File: src/hw/sd_status_pkg.sv
// constants and field layout of the card status block logic
// Operation
// (RL1) ACMD13 returns one 512-bit status block
// (RL2) ACMD13 only in selected transfer state
// (RL3) bits 511:510 bus width, 00/10 valid
// (RL4) bit 509 secured mode flag
// (RL5) bits 495:480 card type, 0000/0001
// (RL6) type low byte variants, high nonstandard
// (RL7) bits 479:448 protected area size
// (RL8) bits 447:440 speed class code
// (RL9) bits 439:432 move performance, 1MB/s units
// (RL10) bits 431:428 AU size, 427:424 reserved
// (RL11) erase size, timeout, offset fields
// (RL12) reserved and maker bits ignored
// (RL13) fields taken from current card state
// (RL14) class B errors report previous command
// (RL15) type X bits set during execution
// (RL16) speed codes 00h-03h valid, rest reserved
// (RL17) AU codes 01h-09h valid
// (RL18) move performance FFh unlimited, 00h undefined
// (RL19) erase timeout 1-63 s, offset 0-3 s
// (RL20) host buffers block MSB first, checks CRC; the host model checks no CRC
// (RL21) host holds decoded fields until next block; the host model decodes no fields and holds only the raw block in blk_out
package sd_status_pkg;
  localparam int BLOCK_BITS = 512;
  localparam int CNT_W = 10;
  // field positions inside the block
  localparam int BUS_WIDTH_LSB = 510;
  localparam int SECURED_BIT = 509;
  localparam int CARD_TYPE_LSB = 480;
  localparam int PROT_SIZE_LSB = 448;
  localparam int SPEED_LSB = 440;
  localparam int PERF_LSB = 432;
  localparam int AU_LSB = 428;
  localparam int ERASE_SIZE_LSB = 408;
  localparam int ERASE_TMO_LSB = 402;
  localparam int ERASE_OFS_LSB = 400;
  // command indices
  localparam logic [5:0] CMD_APP = 6'h37;
  localparam logic [5:0] CMD_STATUS = 6'h0D;
  localparam logic [5:0] CMD_BUS_WIDTH = 6'h06;
  // bus width codes
  localparam logic [1:0] WIDTH_1BIT = 2'h0;
  localparam logic [1:0] WIDTH_4BIT = 2'h2;
  // code limits
  localparam logic [7:0] SPEED_MAX = 8'h03;
  localparam logic [3:0] AU_MIN = 4'h1;
  localparam logic [3:0] AU_MAX = 4'h9;
  // register offsets
  localparam logic [7:0] MODE_OFS = 8'h00;
  localparam logic [7:0] PROT_OFS = 8'h04;
  localparam logic [7:0] PERF_OFS = 8'h08;
  localparam logic [7:0] ERASE_OFS = 8'h0C;
  localparam logic [7:0] STAT_OFS = 8'h10;
  // reset values
  localparam logic [31:0] MODE_RST = 32'h0000_0000;
  localparam logic [31:0] PROT_RST = 32'h0000_0000;
  localparam logic [31:0] PERF_RST = 32'h0000_0000;
  localparam logic [31:0] ERASE_RST = 32'h0000_0000;
  typedef enum logic [1:0] {ST_IDLE, ST_SEND} send_state_type;
endpackage : sd_status_pkg

File: src/hw/sd_status_block.sv
// card-side status block source with APB configuration and status
//
// Implementation choices: the address map and the APB slave port.
`timescale 1ns/1ps
`default_nettype none
module sd_status_block (
  input wire logic clk_in,
  input wire logic srst_in,
  input wire logic psel_in,
  input wire logic penable_in,
  input wire logic pwrite_in,
  input wire logic [7:0] paddr_in,
  input wire logic [31:0] pwdata_in,
  output logic [31:0] prdata_out,
  output logic pready_out,
  output logic pslverr_out,
  input wire logic cmd_valid_in,
  input wire logic [5:0] cmd_index_in,
  input wire logic [1:0] cmd_arg_in,
  input wire logic cmd_crc_ok_in,
  input wire logic card_tran_in,
  output logic blk_bit_out,
  output logic blk_valid_out,
  output logic blk_last_out,
  output logic busy_out,
  output logic illegal_cmd_out,
  output logic crc_err_out
);
  import sd_status_pkg::*;

  ////////////////////////////////////////////////////////////////
  logic [31:0] mode_reg;
  logic [31:0] prot_reg;
  logic [31:0] perf_reg;
  logic [31:0] erase_reg;
  logic [1:0] width_reg;
  logic app_reg;
  logic ill_now_reg;
  logic crc_now_reg;
  logic ill_rep_reg;
  logic crc_rep_reg;
  logic [BLOCK_BITS-1:0] shift_reg;
  logic [CNT_W-1:0] cnt_reg;
  send_state_type state_reg;
  logic bit_reg;
  logic valid_reg;
  logic last_reg;
  logic [31:0] prdata_reg;
  logic slverr_reg;

  logic wr_en;
  logic rd_en;
  logic addr_ok;
  logic cmd_good;
  logic is_acmd13;
  logic is_acmd6;
  logic start_send;
  logic ill_now;
  logic speed_ok;
  logic au_ok;
  logic [31:0] stat_word;

  function automatic logic known_addr(input logic [7:0] a);
    known_addr = (a == MODE_OFS) || (a == PROT_OFS) || (a == PERF_OFS)
      || (a == ERASE_OFS) || (a == STAT_OFS);
  endfunction : known_addr

  // assemble the block from the live configuration
  function automatic logic [BLOCK_BITS-1:0] build_block(
    input logic [1:0] w,
    input logic [31:0] md,
    input logic [31:0] pr,
    input logic [31:0] pf,
    input logic [31:0] er
  );
    logic [BLOCK_BITS-1:0] b;
    // (RL12) reserved areas sent as zero
    b = '0;
    // (RL3) bus width field
    b[BUS_WIDTH_LSB +: 2] = w;
    // (RL4) secured mode bit
    b[SECURED_BIT] = md[0];
    // (RL5) card type field
    // (RL6) variant and nonstandard bytes kept whole
    b[CARD_TYPE_LSB +: 16] = md[31:16];
    // (RL7) protected area size
    b[PROT_SIZE_LSB +: 32] = pr;
    // (RL8) speed class code
    b[SPEED_LSB +: 8] = pf[7:0];
    // (RL9) move performance
    // (RL18) FFh and 00h codes passed unchanged
    b[PERF_LSB +: 8] = pf[15:8];
    // (RL10) allocation unit code
    b[AU_LSB +: 4] = pf[19:16];
    // (RL11) erase parameter fields
    b[ERASE_SIZE_LSB +: 16] = er[15:0];
    // (RL19) timeout seconds and offset codes
    b[ERASE_TMO_LSB +: 6] = er[21:16];
    b[ERASE_OFS_LSB +: 2] = er[23:22];
    build_block = b;
  endfunction : build_block

  ////////////////////////////////////////////////////////////////
  // apb decode; zero wait states
  assign wr_en = psel_in && penable_in && pwrite_in;
  assign rd_en = psel_in && penable_in && !pwrite_in;
  assign addr_ok = known_addr(paddr_in);
  assign pready_out = 1'b1;

  // (RL16) speed code in defined range
  assign speed_ok = perf_reg[7:0] <= SPEED_MAX;
  // (RL17) au code in defined range
  assign au_ok = (perf_reg[19:16] >= AU_MIN) && (perf_reg[19:16] <= AU_MAX);

  // (RL15) busy visible while the block is sent
  assign stat_word = {25'h0000000, au_ok, speed_ok, crc_rep_reg, ill_rep_reg,
    state_reg == ST_SEND, width_reg};

  always_ff @(posedge clk_in) begin
    if (srst_in) begin
      mode_reg <= MODE_RST;
      prot_reg <= PROT_RST;
      perf_reg <= PERF_RST;
      erase_reg <= ERASE_RST;
    end else if (wr_en) begin
      case (paddr_in)
        MODE_OFS: mode_reg <= {pwdata_in[31:16], 15'h0000, pwdata_in[0]};
        PROT_OFS: prot_reg <= pwdata_in;
        PERF_OFS: perf_reg <= {12'h000, pwdata_in[19:0]};
        ERASE_OFS: erase_reg <= {8'h00, pwdata_in[23:0]};
        default: ;
      endcase
    end
  end

  always_comb begin
    prdata_out = prdata_reg;
    pslverr_out = slverr_reg;
  end

  // read data and error are driven in the access cycle itself
  always_comb begin
    prdata_reg = 32'h0000_0000;
    slverr_reg = psel_in && penable_in && !addr_ok;
    if (rd_en) begin
      case (paddr_in)
        MODE_OFS: prdata_reg = mode_reg;
        PROT_OFS: prdata_reg = prot_reg;
        PERF_OFS: prdata_reg = perf_reg;
        ERASE_OFS: prdata_reg = erase_reg;
        STAT_OFS: prdata_reg = stat_word;
        default: prdata_reg = 32'h0000_0000;
      endcase
    end
  end

  ////////////////////////////////////////////////////////////////
  // command decode
  assign cmd_good = cmd_valid_in && cmd_crc_ok_in;
  assign is_acmd13 = cmd_good && app_reg && (cmd_index_in == CMD_STATUS);
  assign is_acmd6 = cmd_good && app_reg && (cmd_index_in == CMD_BUS_WIDTH);
  // (RL2) refuse when not in transfer state or still sending
  assign ill_now = (is_acmd13 && (!card_tran_in || state_reg == ST_SEND))
    || (is_acmd6 && (!card_tran_in || cmd_arg_in[0]));
  assign start_send = is_acmd13 && !ill_now;

  // app prefix lasts for exactly one following command
  always_ff @(posedge clk_in) begin
    if (srst_in) begin
      app_reg <= 1'b0;
    end else if (cmd_valid_in) begin
      app_reg <= cmd_good && (cmd_index_in == CMD_APP);
    end
  end

  // (RL3) width follows the bus width command
  always_ff @(posedge clk_in) begin
    if (srst_in) begin
      width_reg <= WIDTH_1BIT;
    end else if (is_acmd6 && !ill_now) begin
      width_reg <= cmd_arg_in[1] ? WIDTH_4BIT : WIDTH_1BIT;
    end
  end

  // (RL14) errors shown one command late
  always_ff @(posedge clk_in) begin
    if (srst_in) begin
      ill_now_reg <= 1'b0;
      crc_now_reg <= 1'b0;
      ill_rep_reg <= 1'b0;
      crc_rep_reg <= 1'b0;
    end else if (cmd_valid_in) begin
      ill_now_reg <= ill_now;
      crc_now_reg <= !cmd_crc_ok_in;
      ill_rep_reg <= ill_now_reg;
      crc_rep_reg <= crc_now_reg;
    end
  end

  ////////////////////////////////////////////////////////////////
  // block transmitter
  always_ff @(posedge clk_in) begin
    if (srst_in) begin
      state_reg <= ST_IDLE;
      cnt_reg <= '0;
    end else begin
      case (state_reg)
        ST_IDLE: begin
          if (start_send) begin
            state_reg <= ST_SEND;
            cnt_reg <= '0;
          end
        end
        ST_SEND: begin
          // (RL1) exactly one full block
          if (cnt_reg == CNT_W'(BLOCK_BITS - 1)) begin
            state_reg <= ST_IDLE;
          end
          cnt_reg <= cnt_reg + CNT_W'(1);
        end
        default: state_reg <= ST_IDLE;
      endcase
    end
  end

  // (RL13) snapshot of current state at the command
  always_ff @(posedge clk_in) begin
    if (srst_in) begin
      shift_reg <= '0;
    end else if (start_send) begin
      shift_reg <= build_block(width_reg, mode_reg, prot_reg, perf_reg, erase_reg);
    end else if (state_reg == ST_SEND) begin
      shift_reg <= {shift_reg[BLOCK_BITS-2:0], 1'b0};
    end
  end

  // most significant bit leaves first
  always_ff @(posedge clk_in) begin
    if (srst_in) begin
      bit_reg <= 1'b0;
      valid_reg <= 1'b0;
      last_reg <= 1'b0;
    end else begin
      bit_reg <= (state_reg == ST_SEND) ? shift_reg[BLOCK_BITS-1] : 1'b0;
      valid_reg <= state_reg == ST_SEND;
      last_reg <= (state_reg == ST_SEND) && (cnt_reg == CNT_W'(BLOCK_BITS - 1));
    end
  end

  assign blk_bit_out = bit_reg;
  assign blk_valid_out = valid_reg;
  assign blk_last_out = last_reg;
  assign busy_out = state_reg == ST_SEND;
  assign illegal_cmd_out = ill_rep_reg;
  assign crc_err_out = crc_rep_reg;
endmodule : sd_status_block
`default_nettype wire

File: config.mk
export PLATFORM = sky130hd
export DESIGN_NAME = sd_status_block
export DESIGN_NICKNAME = d
export VERILOG_FILES = /design/src/hw/sd_status_pkg.sv /design/src/hw/sd_status_block.sv
export SDC_FILE = /design/constraint.sdc
export NUM_CORES = 1
export LEC_CHECK = 0
export ABC_CLOCK_PERIOD_IN_PS = 3300
export BUFFER_PORTS_ARGS = -buffer_cell sky130_fd_sc_hd__buf_2
export CAP_MARGIN = 20
export CORE_ASPECT_RATIO = 1.75
export CORE_UTILIZATION = 53
export DETAILED_ROUTE_END_ITERATION = 6
export GPL_TIMING_DRIVEN = 0
export HOLD_SLACK_MARGIN = 0.1
export PLACE_DENSITY = 0.73
export SLEW_MARGIN = 10
export SYNTH_ARGS = -nofsm -noshare
export SYNTH_HDL_FRONTEND = slang
export SYNTH_SLANG_ARGS = --single-unit
File: constraint.sdc
create_clock -name clk_in -period 3.3 [get_ports clk_in]
set_input_delay 0.825 -clock clk_in [delete_from_list [all_inputs] [get_ports clk_in]]
set_output_delay 0.825 -clock clk_in [all_outputs]
set_load 0.005 [all_outputs]
* Word-level counts from Yosys, hierarchy flattened
Index checks and enable logic that the tools add are counted.
** Storage, ports and cells
- Bits in registers :: 227
- Output and inout bits :: 40
** Operators by class
- Reductions and logical operators :: 39
- Mux-type cells :: 10
- Magnitude comparators :: 3
- Add/subtract/negate cells :: 1
- Equal/unequal tests :: 11
- Bitwise gates (word level) :: 1
** Operators with widths (count)
- 512-bit two-way mux :: 2
- 32-bit one-hot mux with 5 select lines :: 1
- 32-bit two-way mux :: 1
- 10-bit one-hot mux with 2 select lines :: 1
- 8-bit by 4-bit equality test with 1-bit output, second input constant :: 2
- 1-bit logical AND :: 15
- 2-bit AND reduction :: 6
- 10-bit by 1-bit adder with 10-bit output, second input constant :: 1
- 10-bit by 9-bit equality test with 1-bit output, second input constant :: 1
- 10-bit two-way mux :: 1
- 8-bit by 3-bit equality test with 1-bit output, second input constant :: 1
- 8-bit by 5-bit equality test with 1-bit output, second input constant :: 1
- 8-bit by 2-bit <= comparator with 1-bit output, second input constant :: 1
- 8-bit logical NOT :: 1
- 1-bit logical OR :: 7
- 6-bit by 3-bit equality test with 1-bit output, second input constant :: 1
- 6-bit by 4-bit equality test with 1-bit output, second input constant :: 1
- 6-bit equality test, second input constant :: 1
- 2-bit two-way mux :: 3
- 1-bit logical NOT :: 5
- 4-bit by 1-bit greater-or-equal comparator with 1-bit output, second input constant :: 1
- 4-bit <= comparator, second input constant :: 1
- 2-bit one-hot mux with 2 select lines :: 1
- 2-bit nonzero test :: 2
- other kinds (6) :: 7

* Longest topological paths before layout
Gate-level depths: netlist of the first run.
- Depth in word-level cells :: 9
- Mapped depth :: 8

* Least setup slack after synthesis of the first run
Ideal clock, no wire load.
- Path type :: input to output
- Start :: in paddr_in[0]
- End :: out prdata_out[24]
- Stages :: 6
- Path buffers :: 2
- Path slack :: 0.035 ns
- Data arrival time :: 2.440 ns
- Cells stage by stage :: or4_4 > or4_4 > buf_6 > or2_0 > buf_6 > nor2_1
** Between the ends
- Longest elaborated chain between the ends :: 3
** RTL lines
- from (decl) :: line sd_status_block.sv:12 : input wire logic [7:0] paddr_in,
- 8-bit by 5-bit equality test with 1-bit output (tied with other cells) :: line sd_status_block.sv:146 : case (paddr_in)
- 32-bit one-hot mux with 5 select lines (*) :: line sd_status_block.sv:146
- 32-bit two-way mux (*) :: line sd_status_block.sv:145 : if (rd_en) begin
- to (decl) :: line sd_status_block.sv:14 : output logic [31:0] prdata_out,
Mark *: on every way between the ends. The rest lies on a longest branch, timed or not.

* Final worst setup path of the first run
- Start :: in paddr_in[6]
- End :: out prdata_out[25]
Same word-level chain as after synthesis.

==> results by group, run 1 <==
Logic synthesis
  – Syn_nets: about 1,100
  – Seq cells post-synth: roughly 230
  – Synth area leaders: dfxtp_1 46%, mux2i_1 18%, nor2_1 7.5%
  – Cells after synthesis: roughly 1,100
  – Top FF cell, synth: dfxtp_1
  – Cell taking the most area after synthesis: dfxtp_1
  – Synth async-reset ratio: 0%
  – Mean Syn Cell Area: around 9.3 um^2
  – Register area share after synthesis: 45.6%
  – Post-synth cell types: 50
  – Yosys warnings: 0
  – Number of enable flip-flop cells after synthesis: 0
  – Area fraction of the dominant cell type after synthesis: around 46%
  – Mapped Area: slightly below 10,000 um^2

GRT
  – Busiest grt layer: met2
  – Vias in the first global route: ~8,400
  – First-pass GRT wire length: 44,300 um
  – Grt ovf: 0
  – Met3 usage: between 3 and 4%
  – Met2 GRT Util: 52.1%
  – All-Layer GR Usage: a little under a third
  – Routing usage on met1: a little under a third
  – Largest net degree at the start of global routing: 15
  – Initial antenna violation count: 0

STA
  – Min cycle time layout: around 3.3 ns
  – Rel. slew slack: about 43%
  – Hold Slack: between 0.4 and 0.5 ns
  – RSZ-0062 raised after global routing: true
  – Fin crit share: 101%
  – Max Clk Rate: 0.301 GHz
  – Worst Clk Skew: 0.0107 ns
  – Final Max Slew Viols: 0
  – Endpoints failing setup: 8
  – Slew @ Worst Pin: 0.852 ns
  – Final Hold Viols: 0
  – Worst Slack Setup Final: -0.0198 ns

Worst hold path
  – Hold WC Path Type: flop to flop

Routing
  – Vias per inst: 5.84
  – DR DRC count: 0
  – Drt pass-1 iters: 5
  – Via count: 8,325
  – Detailed Route Iter0 Violations: roughly 460
  – Post-route antenna net violation count: 0
  – Wire per inst: between 20 and 25 um
  – Wire length after detailed routing: ~29,000 um

Final layout
  – Fin area: around 11,000 um^2
  – Commonest cells after routing, fill and taps aside: 225 x dfxtp_1, 187 x nor2_1, 180 x mux2i_1
  – Leading cell type in the layout, fill and taps excluded: dfxtp_1
  – Fillers: 1,601
  – Largest register FFs: approximately 110
  – Share of cells above drive strength 1: 16.7%
  – Area growth from synthesis to layout: 15.0%
  – Nets: 1,235
  – Ant diodes: 0

Setup path
  – CP max-delay cell: or4_4
  – CP delay by family, top: simple AND/OR/NAND/NOR gates
  – Buffers & Inverters on Critical Path: 2
  – Worst path required time: between 2 and 2.5 ns
  – CP arrival: about 2.5 ns
  – CP peak stage delay: between 0.5 and 0.6 ns
  – Crit path top cell by count: or4_4
  – Kind of critical path: input port to primary output
  – Worst Setup End Kind: primary output
  – Startpoint Class: input port
  – CP cell instances: buf_6 > or4_4 > or4_4 > or2_4 > nor2_1 > buf_2
  – Worst-path maximum fanout: 8

Status
  – Failing checks: negative setup slack
  – Status: finished with violations

Placed design
  – GPL Wtd Cong: around 0.96
  – Placed wire-length estimate: 21,300 um
  – Placed inst area: around 11,000 um^2
  – Port buffer count: roughly 90

Clock tree
  – Num CTS Buffers: 21
  – CTS sink cnt: roughly 230
  – Root buffer cell: clkbuf_16
  – Clk Latency, worst-skew pair: ~0.50 ns
  – Clock tree from TritonCTS: yes
  – H-tree depth: 1
  – Worst-path clk slew: about 0.070 ns
  – Max clock buf depth: 3

Die
  – Die extent in y: approximately 180 um
  – Rows: 65
  – Die area: around 19,000 um^2
  – Initial core utilization: around 55%
  – Io pins: 96
  – Die Width: about 110 um
  – Placeable Area: roughly 18,000 um^2

Power and ir drop
  – P_leak: around 4.4 nW
  – PD cells: roughly 470 nW/um^2
  – Tot Pwr: between 0.005 and 0.006 W
  – VDD IR max: 0.416 mV

Flow run
  – Maxcap violations: 0
## worst register-to-register path, cell delays in order (launching register included)
cell and delay (ns):
dfxtp_1 0.31, clkbuf_2 0.27, nand2b_1 0.26, or4_1 0.50
buf_2 0.24, buf_6 0.21, buf_1 0.25, nor2_1 0.22
a211oi_1 0.07
## where the power goes
group / total [W] / internal, W / switching (W)
Sequential: 0.00272 / 0.00272 / 0.00000214
Clock: 0.00239 / 0.00136 / 0.00102
Combinational: 0.000187 / 0.0000576 / 0.000129
Total: 0.00529 / 0.00414 / 0.00115
## kinds of logic after synthesis
logic type | count (synthesis) | share of synthesized area [%]
other | 1 | 0.0379
AOI/OAI and AO/OA | 181 | 12.6
adders and majority gates | 1 | 0.127
muxes | 195 | 20.5
and+or+nand+nor | 367 | 16.2
DFF | 225 | 45.6
buffers and inverters | 91 | 4.72
xor gates and xnor gates | 3 | 0.266
## per-stage QoR
stage	TNS [ns]	worst slack, ns	cells	util, %
after CTS	-0.0859	-0.0222	1425	62.5
after detailed placement	-13.16	-0.741	1389	58.6
after floorplan	0	0.0353	1064	-
after global placement	-12.74	-0.718	1389	58.6
final	-0.0743	-0.0198	1425	62.7
after global routing	-0.359	-0.0631	1425	62.7
## layer usage
metal,part of all wire [%],vias up
met4,9.5,0
met2,49,310
met5,0,-
met3,5.2,136
li1,-,3976
met1,36,3903
## cell usage after synthesis, types with 2 or more instances
library cell,count
dfxtp_1,225
nor2_1,198
mux2i_1,180
nand2_1,95
a211oi_1,87
clkbuf_1,57
a21oi_1,54
a22oi_1,14
buf_6,14
buf_2,13
mux2_2,10
nand4_1,8
nor2b_1,8
a211oi_2,7
nand3b_1,7
and2_1,6
nor4_1,6
mux4_2,5
nand2b_1,5
nand3_1,5
a31oi_1,4
and2b_1,4
and3_1,4
buf_1,4
o21ai_0,4
o22ai_1,4
or3_1,4
inv_1,2
nand4b_1,2
nor3_1,2
nor3b_1,2
o211ai_1,2
o31ai_1,2
or4_1,2
or4_4,2
xor2_1,2
## layout make-up
class / instances / area, um^2 / share of cell area [%]
clock buffer: 33 / 621 / 5.46
inverter: 2 / 7.51 / 0.0660
clock inverter: 3 / 40.0 / 0.352
sequential: 225 / 4500 / 39.6
timing repair buffer: 93 / 477 / 4.19
multi-input combinational: 748 / 4960 / 43.6
buffer: 87 / 467 / 4.10
tap: 234 / 293 / 2.57
## worst paths after layout
path / cells after the start / to / slack (ns) / from
worst max-delay path: 6 / prdata_out[25] / -0.02 / paddr_in[6]
worst min-delay path: 1 / blk_bit_out$_SDFF_PP0_ / 0.47 / shift_reg[511]$_SDFFE_PP0P_
worst max register to register: 8 / shift_reg[414]$_SDFFE_PP0P_ / 0.83 / state_reg[0]$_SDFFE_PP0P_
worst min register to register: 1 / blk_bit_out$_SDFF_PP0_ / 0.47 / shift_reg[511]$_SDFFE_PP0P_
## repair_timing
item	4_1_cts	5_1_grt
resized for setup	19	17
hold buffers	0	0
setup buffers	2	0
pin swaps	10	2
setup endpoints to repair	31	25
No activity file was read; power rests on OpenSTA's default activity.
==> run 2, diff against run 1 <==
--- a/config.mk
+++ b/config.mk
@@ -6,7 +6,7 @@
 export NUM_CORES = 1
 export LEC_CHECK = 0
 export ABC_CLOCK_PERIOD_IN_PS = 3300
-export BUFFER_PORTS_ARGS = -buffer_cell sky130_fd_sc_hd__buf_2
+export BUFFER_PORTS_ARGS = -buffer_cell sky130_fd_sc_hd__buf_4
 export CAP_MARGIN = 20
 export CORE_ASPECT_RATIO = 1.75
 export CORE_UTILIZATION = 53
==> run 2 against run 1 <==
Net effect:
- the run still ends with negative setup slack left
- final cell count grew 0.21%
- clock power grew 4%
- sequential share of layout area shrank 0.95 points
- first-iteration DRC count shrank 2.6%
- non-clock buffer count grew 1
- worst hold slack lost 0.0029 ns
- global-route usage grew 0.15 points
- clock skew grew 0.0029 ns
- setup slack lost 0.036 ns
==> results by group, run 2 (same netlist as run 1, synthesis figures left out) <==
Routing
  – Drt pass-1 iters: 5
  – Wire per inst: about 20 um
  – Wire length after detailed routing: between 20,000 and 30,000 um
  – Vias per inst: ~5.8
  – Post-route antenna net violation count: 0
  – DR DRC count: 0
  – Detailed Route Iter0 Violations: 449
  – Via count: ~8,300

Placed design
  – Placed wire-length estimate: around 22,000 um
  – Placed inst area: around 11,000 um^2
  – GPL Wtd Cong: 0.970
  – Port buffer count: between 90 and 100
  – Placed insts: about 1,400

Setup path
  – FF-to-FF End: shift_reg[414]$_SDFFE_PP0P_
  – R2R setup slack: approximately 0.9 ns
  – Worst Setup End Kind: primary output
  – Worst path required time: between 2 and 2.5 ns
  – CP arrival: 2.53 ns
  – R2r worst-path depth: 8
  – Worst-path maximum fanout: 10
  – Startpoint Class: input port
  – FF-to-FF Start: state_reg[0]$_SDFFE_PP0P_
  – Kind of critical path: input port to primary output

Final layout
  – Area growth from synthesis to layout: 17.8%
  – Fillers: between 1,500 and 2,000
  – Commonest cells after routing, fill and taps aside: 225 x dfxtp_1, 186 x nor2_1, 180 x mux2i_1
  – Nets: around 1,200
  – Largest register FFs: around 110
  – Fin area: roughly 12,000 um^2
  – Leading cell type in the layout, fill and taps excluded: dfxtp_1
  – Share of cells above drive strength 1: between 15 and 20%
  – Register Area: between 4000 and 5000 um^2
  – Post-Layout Cell Count: ~1,400
  – Multi-input gate area in the final layout: around 5000 um^2
  – Ant diodes: 0

STA
  – RSZ-0062 raised after global routing: true
  – Final Hold Viols: 0
  – Final Max Slew Viols: 0
  – Slew @ Worst Pin: roughly 0.9 ns
  – Rel. slew slack: 38.8%
  – Worst Slack Setup Final: -0.0557 ns
  – Worst Clk Skew: between 0.01 and 0.015 ns
  – Endpoints failing setup: 19
  – Max Clk Rate: between 0.2 and 0.3 GHz
  – Min cycle time layout: 3.36 ns
  – Fin crit share: 102%

Worst hold path
  – WHS Path Cells: 1
  – Min-delay src: shift_reg[511]$_SDFFE_PP0P_
  – Hold endpoint: blk_bit_out$_SDFF_PP0_
  – Hold WC Path Type: flop to flop

Die
  – Rows: 65
  – Die extent in y: 183 um
  – Initial core utilization: between 50% and 60%
  – Placeable Area: approximately 18,000 um^2
  – Io pins: 96
  – Die Width: roughly 110 um
  – Die area: between 15,000 and 20,000 um^2

Clock tree
  – Worst-path clk slew: around 0.06 ns
  – Clk Latency, worst-skew pair: approximately 0.5 ns
  – Clock tree from TritonCTS: yes
  – Max clock buf depth: 3
  – CTS sink cnt: 225
  – Num CTS Buffers: 21
  – Hold_buf cts: 0
  – H-tree depth: 1
  – Root buffer cell: clkbuf_16

Status
  – Status: finished with violations
  – Failing checks: negative setup slack

GRT
  – All-Layer GR Usage: just over 30%
  – Largest net degree at the start of global routing: 16
  – Vias in the first global route: 8,231
  – Initial antenna violation count: 0
  – First-pass GRT wire length: between 40,000 and 50,000 um
  – Grt ovf: 0

Flow run
  – Maxcap violations: 0

Power and ir drop
  – P_leak: approximately 4.5 nW
  – VDD IR max: 0.423 mV
  – PD cells: ~470 nW/um^2
==> run 2: cell types whose count changed in the layout (fill, tap and decap cells not counted), sizes merged <==
cell	change
clkbuf	-5
clkinv	+3
clkinvlp	+2
buf	+1
bufinv	+1
inv	+1
==> run 2: final cells by class <==
type / instances / area share, %
Timing Repair Buffer: 94 / 6.12
Buffer: 87 / 3.98
Multi-Input combinational cell: 748 / 42.6
Inverter: 2 / 0.0644
Clock inverter: 10 / 0.934
Sequential cell: 225 / 38.7
Clock buffer: 28 / 5.17
Tap cell: 234 / 2.51
==> run 2: metrics by stage <==
| step | hold WS (ns) | util [%] | power, W | worst slack [ns] | setup TNS [ns] |
|---|---|---|---|---|---|
| after detailed placement | 0.453 | 59.9 | 0.00298 | -0.762 | -13.75 |
| after floorplan | 0.429 | - | 0.00286 | 0.0353 | 0 |
| after global placement | 0.443 | 59.9 | 0.00298 | -0.733 | -12.88 |
| final | 0.464 | 64.2 | 0.00542 | -0.0557 | -0.551 |
| after CTS | 0.468 | 64.1 | 0.00546 | -0.111 | -1.88 |
| after global routing | 0.504 | 64.2 | 0.00557 | -0.0817 | -1.21 |
==> run 2: what timing repair did <==
action,4_1_cts,5_1_grt
setup endpoints to repair,31,30
gates resized for setup,26,10
buffers inserted,2,1
endpoints found under the hold margin,0,0
pin swaps,11,2
==> run 2: worst max-delay path by stage <==
stage / to / start / cells after the start
floorplan: prdata_out[24] / paddr_in[0] / 6
global placement: prdata_out[21] / paddr_in[2] / 7
detailed placement: prdata_out[21] / paddr_in[2] / 7
CTS: prdata_out[26] / paddr_in[6] / 6
global route: prdata_out[24] / paddr_in[6] / 6
finish: prdata_out[21] / paddr_in[6] / 6
==> run 2: report_power, final <==
| group | switching [W] | internal [W] |
|---|---|---|
| clock | 0.00105 | 0.00144 |
| sequential | 0.00000217 | 0.00272 |
| combinational | 0.000131 | 0.0000765 |
| total | 0.00118 | 0.00424 |
==> run 2: critical path, cell delays in order <==
cell and delay, ns:
buf_6 0.09, or4_4 0.54, or4_4 0.55, clkbuf_8 0.21, nor2_2 0.18, buf_4 0.14
==> run 2: routing by layer <==
metal | track usage, % | routed length, um
met5 | 0 | 0
met4 | 25.6 | 2770
met3 | 2.93 | 1120
met2 | 53.6 | 14400
met1 | 31.8 | 10500
==> run 3, diff against run 2 <==
--- a/config.mk
+++ b/config.mk
@@ -13,7 +13,7 @@
 export DETAILED_ROUTE_END_ITERATION = 6
 export GPL_TIMING_DRIVEN = 0
 export HOLD_SLACK_MARGIN = 0.1
-export PLACE_DENSITY = 0.73
+export PLACE_DENSITY = 0.75
 export SLEW_MARGIN = 10
 export SYNTH_ARGS = -nofsm -noshare
 export SYNTH_HDL_FRONTEND = slang
==> run 3 against run 2 <==
Net effect:
- the run still ends with negative setup slack left
- clock power decreased by 2%
- sequential cell count unchanged
- routed wire length decreased by 0.65%
- critical path type unchanged
==> results by group, run 3 (same netlist as run 1, synthesis figures left out) <==
STA
  – RSZ-0062 raised after global routing: true
  – Endpoints failing setup: 25
  – Slew @ Worst Pin: about 0.87 ns
  – Hold Slack: roughly 0.46 ns
  – Max Clk Rate: 0.293 GHz
  – Final Hold Viols: 0
  – Min cycle time layout: between 3 and 4 ns
  – Fin crit share: 103%
  – Worst Clk Skew: 0.00888 ns
  – Rel. slew slack: a little over two fifths
  – Final Max Slew Viols: 0
  – Worst Slack Setup Final: -0.111 ns

Setup path
  – Worst-path maximum fanout: 8
  – Worst Setup End Kind: primary output
  – R2r worst-path depth: 7
  – FF-to-FF End: shift_reg[449]$_SDFFE_PP0P_
  – Kind of critical path: input port to primary output
  – Crit path top cell by count: or4_4
  – CP peak stage delay: 0.57 ns
  – FF-to-FF Start: state_reg[0]$_SDFFE_PP0P_
  – Buffers & Inverters on Critical Path: 2
  – CP delay by family, top: simple AND/OR/NAND/NOR gates
  – CP cell instances: buf_6 > or4_4 > or4_4 > or2_4 > nor2_1 > buf_4
  – Worst path required time: 2.47 ns
  – Startpoint Class: input port
  – CP arrival: roughly 2.6 ns
  – CP max-delay cell: or4_4
  – R2R setup slack: between 0.8 and 0.9 ns

Die
  – Die Width: roughly 110 um
  – Initial core utilization: between 50 and 60%
  – Die area: roughly 19,000 um^2
  – Io pins: between 90 and 100
  – Die extent in y: 183 um
  – Placeable Area: about 18,000 um^2
  – Rows: 65

Routing
  – Vias per inst: 5.82
  – Wire per inst: about 20 um
  – Via count: around 8,300
  – DR DRC count: 0
  – Wire length after detailed routing: around 29,000 um
  – Detailed Route Iter0 Violations: ~470
  – Post-route antenna net violation count: 0
  – Drt pass-1 iters: 7

Final layout
  – Fin util: around 64%
  – Area growth from synthesis to layout: 17.5%
  – Nets: ~1,200
  – Share of cells above drive strength 1: between 10% and 20%
  – Ant diodes: 0
  – Post-Layout Cell Count: about 1,400
  – Fin area: about 12,000 um^2
  – Leading cell type in the layout, fill and taps excluded: dfxtp_1
  – Largest register FFs: about 110
  – Commonest cells after routing, fill and taps aside: 225 x dfxtp_1, 182 x nor2_1, 180 x mux2i_1

Power and ir drop
  – VDD IR max: 0.382 mV
  – Int Power: 0.00421 W
  – Flop pwr share: between 50 and 60%
  – Clock power frac: approximately 46%
  – Sw Ratio: a little over a fifth
  – P_leak: about 4.5 nW
  – Psw: roughly 0.0011 W
  – PD cells: 461 nW/um^2
  – Comb pwr share: about 3.8%

Status
  – Failing checks: negative setup slack
  – Status: finished with violations

Clock tree
  – H-tree depth: 1
  – Root buffer cell: clkbuf_16
  – Clk Latency, worst-skew pair: approximately 0.5 ns
  – Num CTS Buffers: 21
  – CTS sink cnt: roughly 230
  – Max clock buf depth: 3
  – Clock tree from TritonCTS: yes
  – Worst-path clk slew: roughly 0.07 ns

Worst hold path
  – Hold WC Path Type: flop to flop
  – WHS Path Cells: 1
  – Hold endpoint: blk_bit_out$_SDFF_PP0_
  – Min-delay src: shift_reg[511]$_SDFFE_PP0P_

Placed design
  – GPL Wtd Cong: about 0.98
  – Placed wire-length estimate: ~21,000 um
  – Placed insts: about 1,400
  – Placed inst area: ~11,000 um^2
  – Port buffer count: 91
  – Setup slack after placement: -0.638 ns

GRT
  – Largest net degree at the start of global routing: 15
  – Initial antenna violation count: 0
  – Grt ovf: 0
  – Vias in the first global route: 8,205
  – First-pass GRT wire length: 44,100 um
  – All-Layer GR Usage: ~30%

Flow run
  – Maxcap violations: 0
run 3: changes by cell type in the layout (fill, tap and decap cells not counted), moves of 2 or more:
cell | previous run | this run
clkbuf_1 | 52 | 60
clkinv_2 | 5 | 1
nor2_1 | 186 | 182
nor2_2 | 12 | 15
buf_4 | 96 | 94
clkbuf_2 | 5 | 3
clkinvlp_4 | 2 | 0
run 3: power by group through the flow:
stage	combinational, W	clock (W)	sequential (W)
3_3_place_gp	0.000198	0	0.00278
4_1_cts	0.000201	0.00246	0.00272
3_5_place_dp	0.000198	0	0.00278
6_report	0.000205	0.00244	0.00272
2_1_floorplan	0.0000845	0	0.00278
5_1_grt	0.000217	0.00258	0.00272
run 3: how the worst max path moves through the flow:
stage / start / endpoint / slack, ns / depth (start not counted)
after floorplan: paddr_in[0] / prdata_out[24] / 0.04 / 6
after global placement: paddr_in[2] / prdata_out[21] / -0.68 / 7
after detailed placement: paddr_in[2] / prdata_out[21] / -0.64 / 7
after CTS: paddr_in[6] / prdata_out[27] / -0.16 / 6
after global routing: paddr_in[6] / prdata_out[18] / -0.14 / 6
final: paddr_in[6] / prdata_out[29] / -0.11 / 6
run 3: layout make-up:
type	instances	area (um^2)
buffer	87	462
timing repair buffer	93	709
multi-input combinational	748	4970
sequential	225	4500
clock buffer	33	611
fill	1515	6510
clock inverter	3	65.1
tap	234	293
inverter	2	7.51
run 3: what timing repair did:
item                       4_1_cts  5_1_grt
hold buffers                     0        0
cloned                           0        0
buffers inserted                 1        1
setup endpoints to repair       31       31
resized for setup               29       11
pin swaps                       11        2
hold endpoints to repair         0        0
run 3: per-layer routing:
layer	wire length (um)	vias up	GRT usage, %
li1	-	3962	-
met1	10500	3918	32.0
met2	14400	300	52.8
met3	1240	116	3.54
met4	2440	0	24.2
met5	0	-	0
run 3: per-stage QoR:
| step | total power (W) | setup TNS (ns) |
|---|---|---|
| 6_report | 0.00536 | -1.75 |
| 5_1_grt | 0.00552 | -2.31 |
| 4_1_cts | 0.00538 | -3.09 |
| 3_5_place_dp | 0.00298 | -11.30 |
| 3_3_place_gp | 0.00298 | -11.78 |
| 2_1_floorplan | 0.00286 | 0 |
